===== config.mk =====
export PLATFORM = sky130hd
export DESIGN_NAME = status_irq_regs
export DESIGN_NICKNAME = d
export VERILOG_FILES = /design/src/verilog/short_latch.v /design/src/verilog/status_irq_regs.v /design/src/verilog/sync2.v
export VERILOG_INCLUDE_DIRS = /design/src /design/src/inc
export SDC_FILE = /design/constraint.sdc
export NUM_CORES = 1
export LEC_CHECK = 0
export BUFFER_PORTS_ARGS = -buffer_cell sky130_fd_sc_hd__buf_4
export CORE_ASPECT_RATIO = 0.8
export CORE_MARGIN = 2
export CORE_UTILIZATION = 40
export CTS_CLUSTER_DIAMETER = 80
export DETAILED_ROUTE_END_ITERATION = 12
export GPL_ROUTABILITY_DRIVEN = 0
export GPL_TIMING_DRIVEN = 0
export PLACE_DENSITY = 0.66
export SYNTH_ARGS = -nofsm -noshare
export SYNTH_HDL_FRONTEND = slang
export SYNTH_SLANG_ARGS = --single-unit
export TNS_END_PERCENT = 30

===== constraint.sdc =====
create_clock -name CLOCK_IN -period 1.9 [get_ports CLOCK_IN]
set_input_delay 0.285 -clock CLOCK_IN [delete_from_list [all_inputs] [get_ports CLOCK_IN]]
set_output_delay 0.285 -clock CLOCK_IN [all_outputs]
set_load 0.01 [all_outputs]

===== src/inc/status_regs_map.vh =====
// register offsets, field positions and reset values of the status and fault bank
`ifndef STATUS_REGS_MAP_VH
`define STATUS_REGS_MAP_VH
`define ADDR_CHANNEL_STATUS_A  8'h2F
`define ADDR_OUTPUT_STATUS_B   8'h30
`define ADDR_LEVEL_READBACK    8'h31
`define ADDR_FAULT_FLAGS       8'h32
`define ADDR_FAULT_MASK        8'h34
`define ADDR_BUCK_ADJUST       8'h36
`define BIT_CHAN3_FLAG         7
`define BIT_CHAN4_FLAG         6
`define BIT_OUT1_FLAG          1
`define BIT_OUT2_FLAG          0
`define BIT_LASER_ON_FLAG      3
`define BIT_SUPPLY_GOOD        1
`define BIT_SHORT_CIRCUIT      4
`define BIT_OT_WARNING         1
`define BIT_OT_FAULT           0
`define BIT_ADJ_DIRECTION      7
`define FAULT_MASK_BITS        8'h13
`define RESET_BYTE             8'h00
`define RESET_STATUS_B         8'h0A
`define SINK_FULL_SCALE_CODE   7'h7F
`endif


===== src/verilog/short_latch.v =====
// short-circuit flag with auto-recover or latch-off behaviour
`timescale 1ns/1ns
`default_nettype none
module short_latch (
   input  wire clk_in,
   input  wire rst_in,
   input  wire short_in,
   input  wire latch_mode_in,
   input  wire reenable_in,
   output wire flag_out
);
   reg flag_q;
   reg flag_d;
   // set wins over re-enable so a fresh short is never lost
   always @* begin
      flag_d = flag_q;
      if (short_in)
         flag_d = 1'b1;
      else if (!latch_mode_in || reenable_in)
         flag_d = 1'b0;
   end
   always @(posedge clk_in or posedge rst_in) begin
      if (rst_in)
         flag_q <= 1'b0;
      else
         flag_q <= flag_d;
   end
   assign flag_out = flag_q;
endmodule // short_latch
`default_nettype wire


===== src/verilog/status_irq_regs.v =====
// status, fault flag, mask and buck-adjust register bank of the quad laser source
//----------------------------------------------------------------------
// Summary of operation
//----------------------------------------------------------------------
`include "status_regs_map.vh"
`timescale 1ns/1ns
`default_nettype none
module status_irq_regs (
   // clock and reset
   input  wire       CLOCK_IN,
   input  wire       RST_IN,
   // register port from the serial interface logic
   input  wire       REG_WR_IN,
   input  wire       REG_RD_IN,
   input  wire [7:0] REG_ADDR_IN,
   input  wire [7:0] REG_WDATA_IN,
   output reg  [7:0] REG_RDATA_OUT,
   output reg        REG_RVALID_OUT,
   // enables from the control registers
   input  wire [3:0] CHAN_ENABLE_IN,
   input  wire       ALL_OUTPUTS_ENABLE_IN,
   input  wire [5:0] OUT_ENABLE_IN,
   input  wire [5:0] OUT_LEVEL_SET_IN,
   input  wire       SHORT_PROTECT_MODE_IN,
   input  wire       REENABLE_IN,
   // analog monitors, asynchronous
   input  wire       LASER_ON_INPUT_IN,
   input  wire       SOURCE_SUPPLY_GOOD_IN,
   input  wire       SHORT_DETECT_IN,
   input  wire       OT_WARNING_IN,
   input  wire       OT_FAULT_IN,
   // outputs to pins and analog
   output reg  [5:0] OUT_LEVEL_OUT,
   output reg        INT_PIN_OUT,
   output reg        INT_PIN_OE_OUT,
   output reg        ADJ_DIRECTION_OUT,
   output reg  [6:0] ADJ_CURRENT_CODE_OUT
);
   //----------------------------------------------------------------------
   // input synchronisation
   //----------------------------------------------------------------------
   wire [4:0] mon_sync;
   wire       short_sync;
   wire       laser_on_s;
   wire       supply_good_s;
   wire       overtemp_warning_flag_s;
   wire       ot_fault_s;
   // supply good and laser-on idle high so status b reads its default;
   // fault stages start clear so no false interrupt follows reset
   sync2 #(.WIDTH(5), .INIT(5'h18)) u_mon_sync (
      .clk_in (CLOCK_IN),
      .rst_in (RST_IN),
      .d_in   ({LASER_ON_INPUT_IN, SOURCE_SUPPLY_GOOD_IN, SHORT_DETECT_IN,
                OT_WARNING_IN, OT_FAULT_IN}),
      .q_out  (mon_sync)
   );
   assign laser_on_s    = mon_sync[4];
   assign supply_good_s = mon_sync[3];
   assign short_sync    = mon_sync[2];
   assign overtemp_warning_flag_s     = mon_sync[1];
   assign ot_fault_s    = mon_sync[0];

   //----------------------------------------------------------------------
   // short-circuit protection flag
   //----------------------------------------------------------------------
   wire short_circuit_flag;
   short_latch u_short_latch (
      .clk_in        (CLOCK_IN),
      .rst_in        (RST_IN),
      .short_in      (short_sync),
      .latch_mode_in (SHORT_PROTECT_MODE_IN),
      .reenable_in   (REENABLE_IN),
      .flag_out      (short_circuit_flag)
   );

   //----------------------------------------------------------------------
   // writable registers
   //----------------------------------------------------------------------
   reg [7:0] fault_interrupt_mask_q;
   reg [7:0] buck_adjust_current_q;
   always @(posedge CLOCK_IN or posedge RST_IN) begin
      if (RST_IN) begin
         fault_interrupt_mask_q <= `RESET_BYTE;
         buck_adjust_current_q  <= `RESET_BYTE;
      end else if (REG_WR_IN) begin
         // other addresses fall through untouched
         case (REG_ADDR_IN)
            `ADDR_FAULT_MASK: begin
               fault_interrupt_mask_q <= REG_WDATA_IN & `FAULT_MASK_BITS;
            end
            `ADDR_BUCK_ADJUST: begin
               buck_adjust_current_q <= REG_WDATA_IN;
            end
            default: begin
               fault_interrupt_mask_q <= fault_interrupt_mask_q;
            end
         endcase
      end
   end

   //----------------------------------------------------------------------
   // status composition
   //----------------------------------------------------------------------
   wire [5:0] out_enabled_flag;
   wire [7:0] channel_status_a;
   wire [7:0] output_status_b;
   wire [7:0] output_level_readback;
   wire [7:0] fault_flags;
   assign out_enabled_flag = OUT_ENABLE_IN & {6{ALL_OUTPUTS_ENABLE_IN}};
   assign channel_status_a = {CHAN_ENABLE_IN[2], CHAN_ENABLE_IN[3], 4'h0,
                              out_enabled_flag[0], out_enabled_flag[1]};
   assign output_status_b  = {out_enabled_flag[2], out_enabled_flag[3],
                              out_enabled_flag[4], out_enabled_flag[5],
                              laser_on_s, 1'b0, supply_good_s, 1'b0};
   assign output_level_readback = {OUT_LEVEL_OUT[0], OUT_LEVEL_OUT[1], OUT_LEVEL_OUT[2],
                                   OUT_LEVEL_OUT[3], OUT_LEVEL_OUT[4], OUT_LEVEL_OUT[5],
                                   2'h0};
   assign fault_flags = {3'h0, short_circuit_flag, 2'h0, overtemp_warning_flag_s, ot_fault_s};

   //----------------------------------------------------------------------
   // read port and pin outputs
   //----------------------------------------------------------------------
   reg [7:0] rdata_d;
   always @* begin
      case (REG_ADDR_IN)
         `ADDR_CHANNEL_STATUS_A: rdata_d = channel_status_a;
         `ADDR_OUTPUT_STATUS_B:  rdata_d = output_status_b;
         `ADDR_LEVEL_READBACK:   rdata_d = output_level_readback;
         `ADDR_FAULT_FLAGS:      rdata_d = fault_flags;
         `ADDR_FAULT_MASK:       rdata_d = fault_interrupt_mask_q;
         `ADDR_BUCK_ADJUST:      rdata_d = buck_adjust_current_q;
         default:                rdata_d = `RESET_BYTE;
      endcase
   end

   wire       irq_d;
   wire [6:0] code;
   assign irq_d = |(fault_flags & ~fault_interrupt_mask_q);
   assign code  = buck_adjust_current_q[6:0];

   always @(posedge CLOCK_IN or posedge RST_IN) begin
      if (RST_IN) begin
         REG_RDATA_OUT        <= `RESET_BYTE;
         REG_RVALID_OUT       <= 1'b0;
         OUT_LEVEL_OUT        <= 6'h00;
         INT_PIN_OUT          <= 1'b0;
         INT_PIN_OE_OUT       <= 1'b0;
         ADJ_DIRECTION_OUT    <= 1'b0;
         ADJ_CURRENT_CODE_OUT <= 7'h00;
      end else begin
         REG_RVALID_OUT <= REG_RD_IN;
         if (REG_RD_IN)
            REG_RDATA_OUT <= rdata_d;
         // a disabled output is held low
         OUT_LEVEL_OUT <= OUT_LEVEL_SET_IN & out_enabled_flag;
         INT_PIN_OUT    <= 1'b0;
         INT_PIN_OE_OUT <= irq_d;
         ADJ_DIRECTION_OUT <= buck_adjust_current_q[`BIT_ADJ_DIRECTION];
         // the dac is linear in its code, so sink reverses it: full scale minus code
         if (buck_adjust_current_q[`BIT_ADJ_DIRECTION])
            ADJ_CURRENT_CODE_OUT <= `SINK_FULL_SCALE_CODE - code;
         else
            ADJ_CURRENT_CODE_OUT <= code;
      end
   end
endmodule // status_irq_regs
`default_nettype wire


===== src/verilog/sync2.v =====
// two-flop level synchroniser, parameterised width
`timescale 1ns/1ns
`default_nettype none
module sync2 #(
   parameter WIDTH = 1,
   parameter [WIDTH-1:0] INIT = {WIDTH{1'b0}}
) (
   input  wire             clk_in,
   input  wire             rst_in,
   input  wire [WIDTH-1:0] d_in,
   output wire [WIDTH-1:0] q_out
);
   reg [WIDTH-1:0] meta_q;
   reg [WIDTH-1:0] sync_q;
   always @(posedge clk_in or posedge rst_in) begin
      if (rst_in) begin
         meta_q <= INIT;
         sync_q <= INIT;
      end else begin
         meta_q <= d_in;
         sync_q <= meta_q;
      end
   end
   assign q_out = sync_q;
endmodule // sync2
`default_nettype wire

==> flow_summary.ini <==
[critical_path]
path_max_fanout = 10
required_ns = 2.08
cpPeakStageDelay_ns = 0.47
cp-end-kind = flop
arrival_ns = 1.76
cp_top_family = simple AND/OR/NAND/NOR gates
worstSetupPathType = in -> reg
critPathSlowestCell = nor3b_4
critical_path_buf_inv_count = 1
r2r-start = buck_adjust_current_q[7]$_DFFE_PP0P_
crit_path_start = REG_ADDR_IN[7]
cp-start-kind = primary input
crit_chain = buf_4, or3b_4, nor3b_4, nand3_4, mux2_4

[run_status]
status = complete, no violations

[detailed_routing]
drt_iter0_drc = 64
via_count = 1339
drc = 0
dr.pass1.iters = 4
wl_per_cell_um = 14.1
routed_wirelength_um = 3930
final_antenna_net_count = 0
vias_per_cell = 4.82

[grt]
grt_pass1_wl_um = 6350
grt_overflow = 0
antenna_found_initial = 0
grt_start_max_net_pins = 33
grt.met2_usage_pct = 24.4
top_usage_layer = met2
grtUsageTotal_pct = 16.5
grt_util_met1_pct = 23.6
grt_pass1_vias = 1309
met3_usage_pct = 4.81

[finish]
insertedDiodeCount = 0
seq_area_um2 = 1160
fill_cells = 417
areaGrowthSynthToFinish_pct = 34.9
drive_above_1_share_pct = 45.0
multi_input_area_um2 = 653
fin_nets = 261

[worst_hold_path]
holdCritStartpoint = OT_FAULT_IN
min_path_type = in -> reg

[clock_network]
htree_levels = 2
clk_path_buf_depth = 2
clk_pin_slew_ns = 0.08
cts_tree = done
cts_root_buffer = clkbuf_8
numCtsBuffers = 5
cts_sinks = 46
post_cts_buffers = 0
clk_latency_ns = 0.29

[floorplan]
die_h_um = 65.6
fp.dieW_um = 81.0
io_pins = 69
core-area_um2 = 4570
start_util_pct = 41.5
core.rowCount = 22
die_area_um2 = 5320

[sta]
tns_ns = 0
max_freq_mhz = 631
fin_crit_ns = 1.58
maxSlewViolCount = 0
period_share_pct = 83.4
skew_ns = 0.00392
slew_headroom_pct = 63.7
hold_violations = 0
setup_viol = 0
fin_ws_ns = 0.316
worst_pin_slew_ns = 0.545
rsz0062_at_grt = false
hold_ws_ns = 0.0948

[synth]
synth_cells = 146
synth_edf_count = 0
yosysWarnings = 0
ys_types = 40
avgSynthCellArea_um2 = 13.0
ys.flop_type = dfrtp_1
syn_area_um2 = 1900
yosysSeqAreaShare_pct = 60.9
synth-async-reset-ratio_pct = 100
synth_nets = 190
ys_seq_elements = 46

[power]
p_per_area_nw_per_um2 = 730
total_power_mw = 1.87
p_leak_nw = 1.28
ir_drop_v = 0.000494

[job]
cap_violations = 0

[placed_design]
preCtsSetupSlack_ns = 0.0146
dpl.hpwl_um = 3080
port_buffers = 62
placed cells by master, fill, tap and decap left out, types with 5 or more instances in the layout:
cell,netlist,final
buf_4,1,63
o22ai_1,8,8
xor2_1,7,7
clkbuf_1,4,5
clkbuf_8,0,6
inv_1,14,13
and3_1,6,6
nand2_1,5,5
dfrtp_1,42,42
mux2_2,11,11
synthesized netlist by cell type, drive strengths merged, types with 2 or more instances:
cell type	n	share of area [%]
nor3	3	0.79
nor2	3	0.59
buf	4	1.1
inv	14	2.8
and3	6	2.0
dfstp	4	5.5
o21ai	3	0.99
clkbuf	4	0.79
a221oi	2	0.92
mux2	14	8.9
dfrtp	42	55
o22ai	8	2.6
a32o	2	1.1
xor2	7	3.2
a22o	2	0.92
nand2	5	0.99
a32oi	4	1.8
cells by family (layout without fill, tap and decap cells):
| kind of cell | after synthesis | in the layout | synth area share, % |
|---|---|---|---|
| AOI/OAI and AO/OA | 26 | 26 | 10.3 |
| xor gates and xnor gates | 7 | 7 | 3.23 |
| buffers and inverters | 22 | 94 | 4.68 |
| DFF | 46 | 46 | 60.9 |
| muxes | 15 | 15 | 10.1 |
| other | 1 | 1 | 0.198 |
| and+or+nand+nor | 29 | 29 | 10.6 |
stage by stage:
stage               util (%)  instance area [um^2]  cells
global placement        53.4                  2440    268
detailed placement      53.8                  2460    269
finish                  56.0                  2560    278
global route            56.0                  2560    278
CTS                     56.0                  2560    278
floorplan                  -                  1900    146
worst paths after layout:
path	end	slack, ns	cells past startpoint
worst max-delay path	fault_interrupt_mask_q[1]$_DFFE_PP0P_	0.32	5
worst min-delay path	u_mon_sync.meta_q[0]$_DFF_PP0_	0.09	1
worst max register to register	REG_RDATA_OUT[7]$_DFFE_PP0P_	0.35	4
worst min register to register	u_mon_sync.q_out[0]$_DFF_PP0_	0.35	0
max in group asynchronous	u_mon_sync.q_out[4]$_DFF_PP1_	0.85	4
min in group asynchronous	REG_RDATA_OUT[2]$_DFFE_PP0P_	0.51	3
where the power goes:
part | internal (mW) | total [mW] | switching (mW)
clock | 0.293 | 0.598 | 0.304
combinational | 0.126 | 0.222 | 0.0963
sequential | 1.03 | 1.05 | 0.0219
layout make-up:
cell class / count / area share, %
timing repair buffer: 64 / 19.4
multi-input combinational: 78 / 25.5
buffer: 8 / 1.42
sequential: 46 / 45.2
inverter: 14 / 2.05
clock buffer: 7 / 3.37
clock inverter: 1 / 0.196
tap: 60 / 2.93
layer usage:
layer | vias to the layer above | wire [um]
li1 | 655 | -
met1 | 639 | 1850
met2 | 43 | 1810
met3 | 2 | 253
met4 | 0 | 14
met5 | - | 0
registers in the layout, indices dropped and copies added (netlist names):
name	cells
ADJ_DIRECTION_OUT	1
buck_adjust_current_q	8
REG_RVALID_OUT	1
u_mon_sync.meta_q	5
INT_PIN_OE_OUT	1
u_short_latch.flag_out	1
OUT_LEVEL_OUT	6
fault_interrupt_mask_q	3
REG_RDATA_OUT	8
ADJ_CURRENT_CODE_OUT	7
u_mon_sync.q_out	5
repair_timing:
action,4_1_cts,5_1_grt
hold buffers,1,0
resized for setup,0,0
endpoints found under the hold margin,14,0
setup endpoints to repair,0,0
No activity file was read; power rests on OpenSTA's default activity.
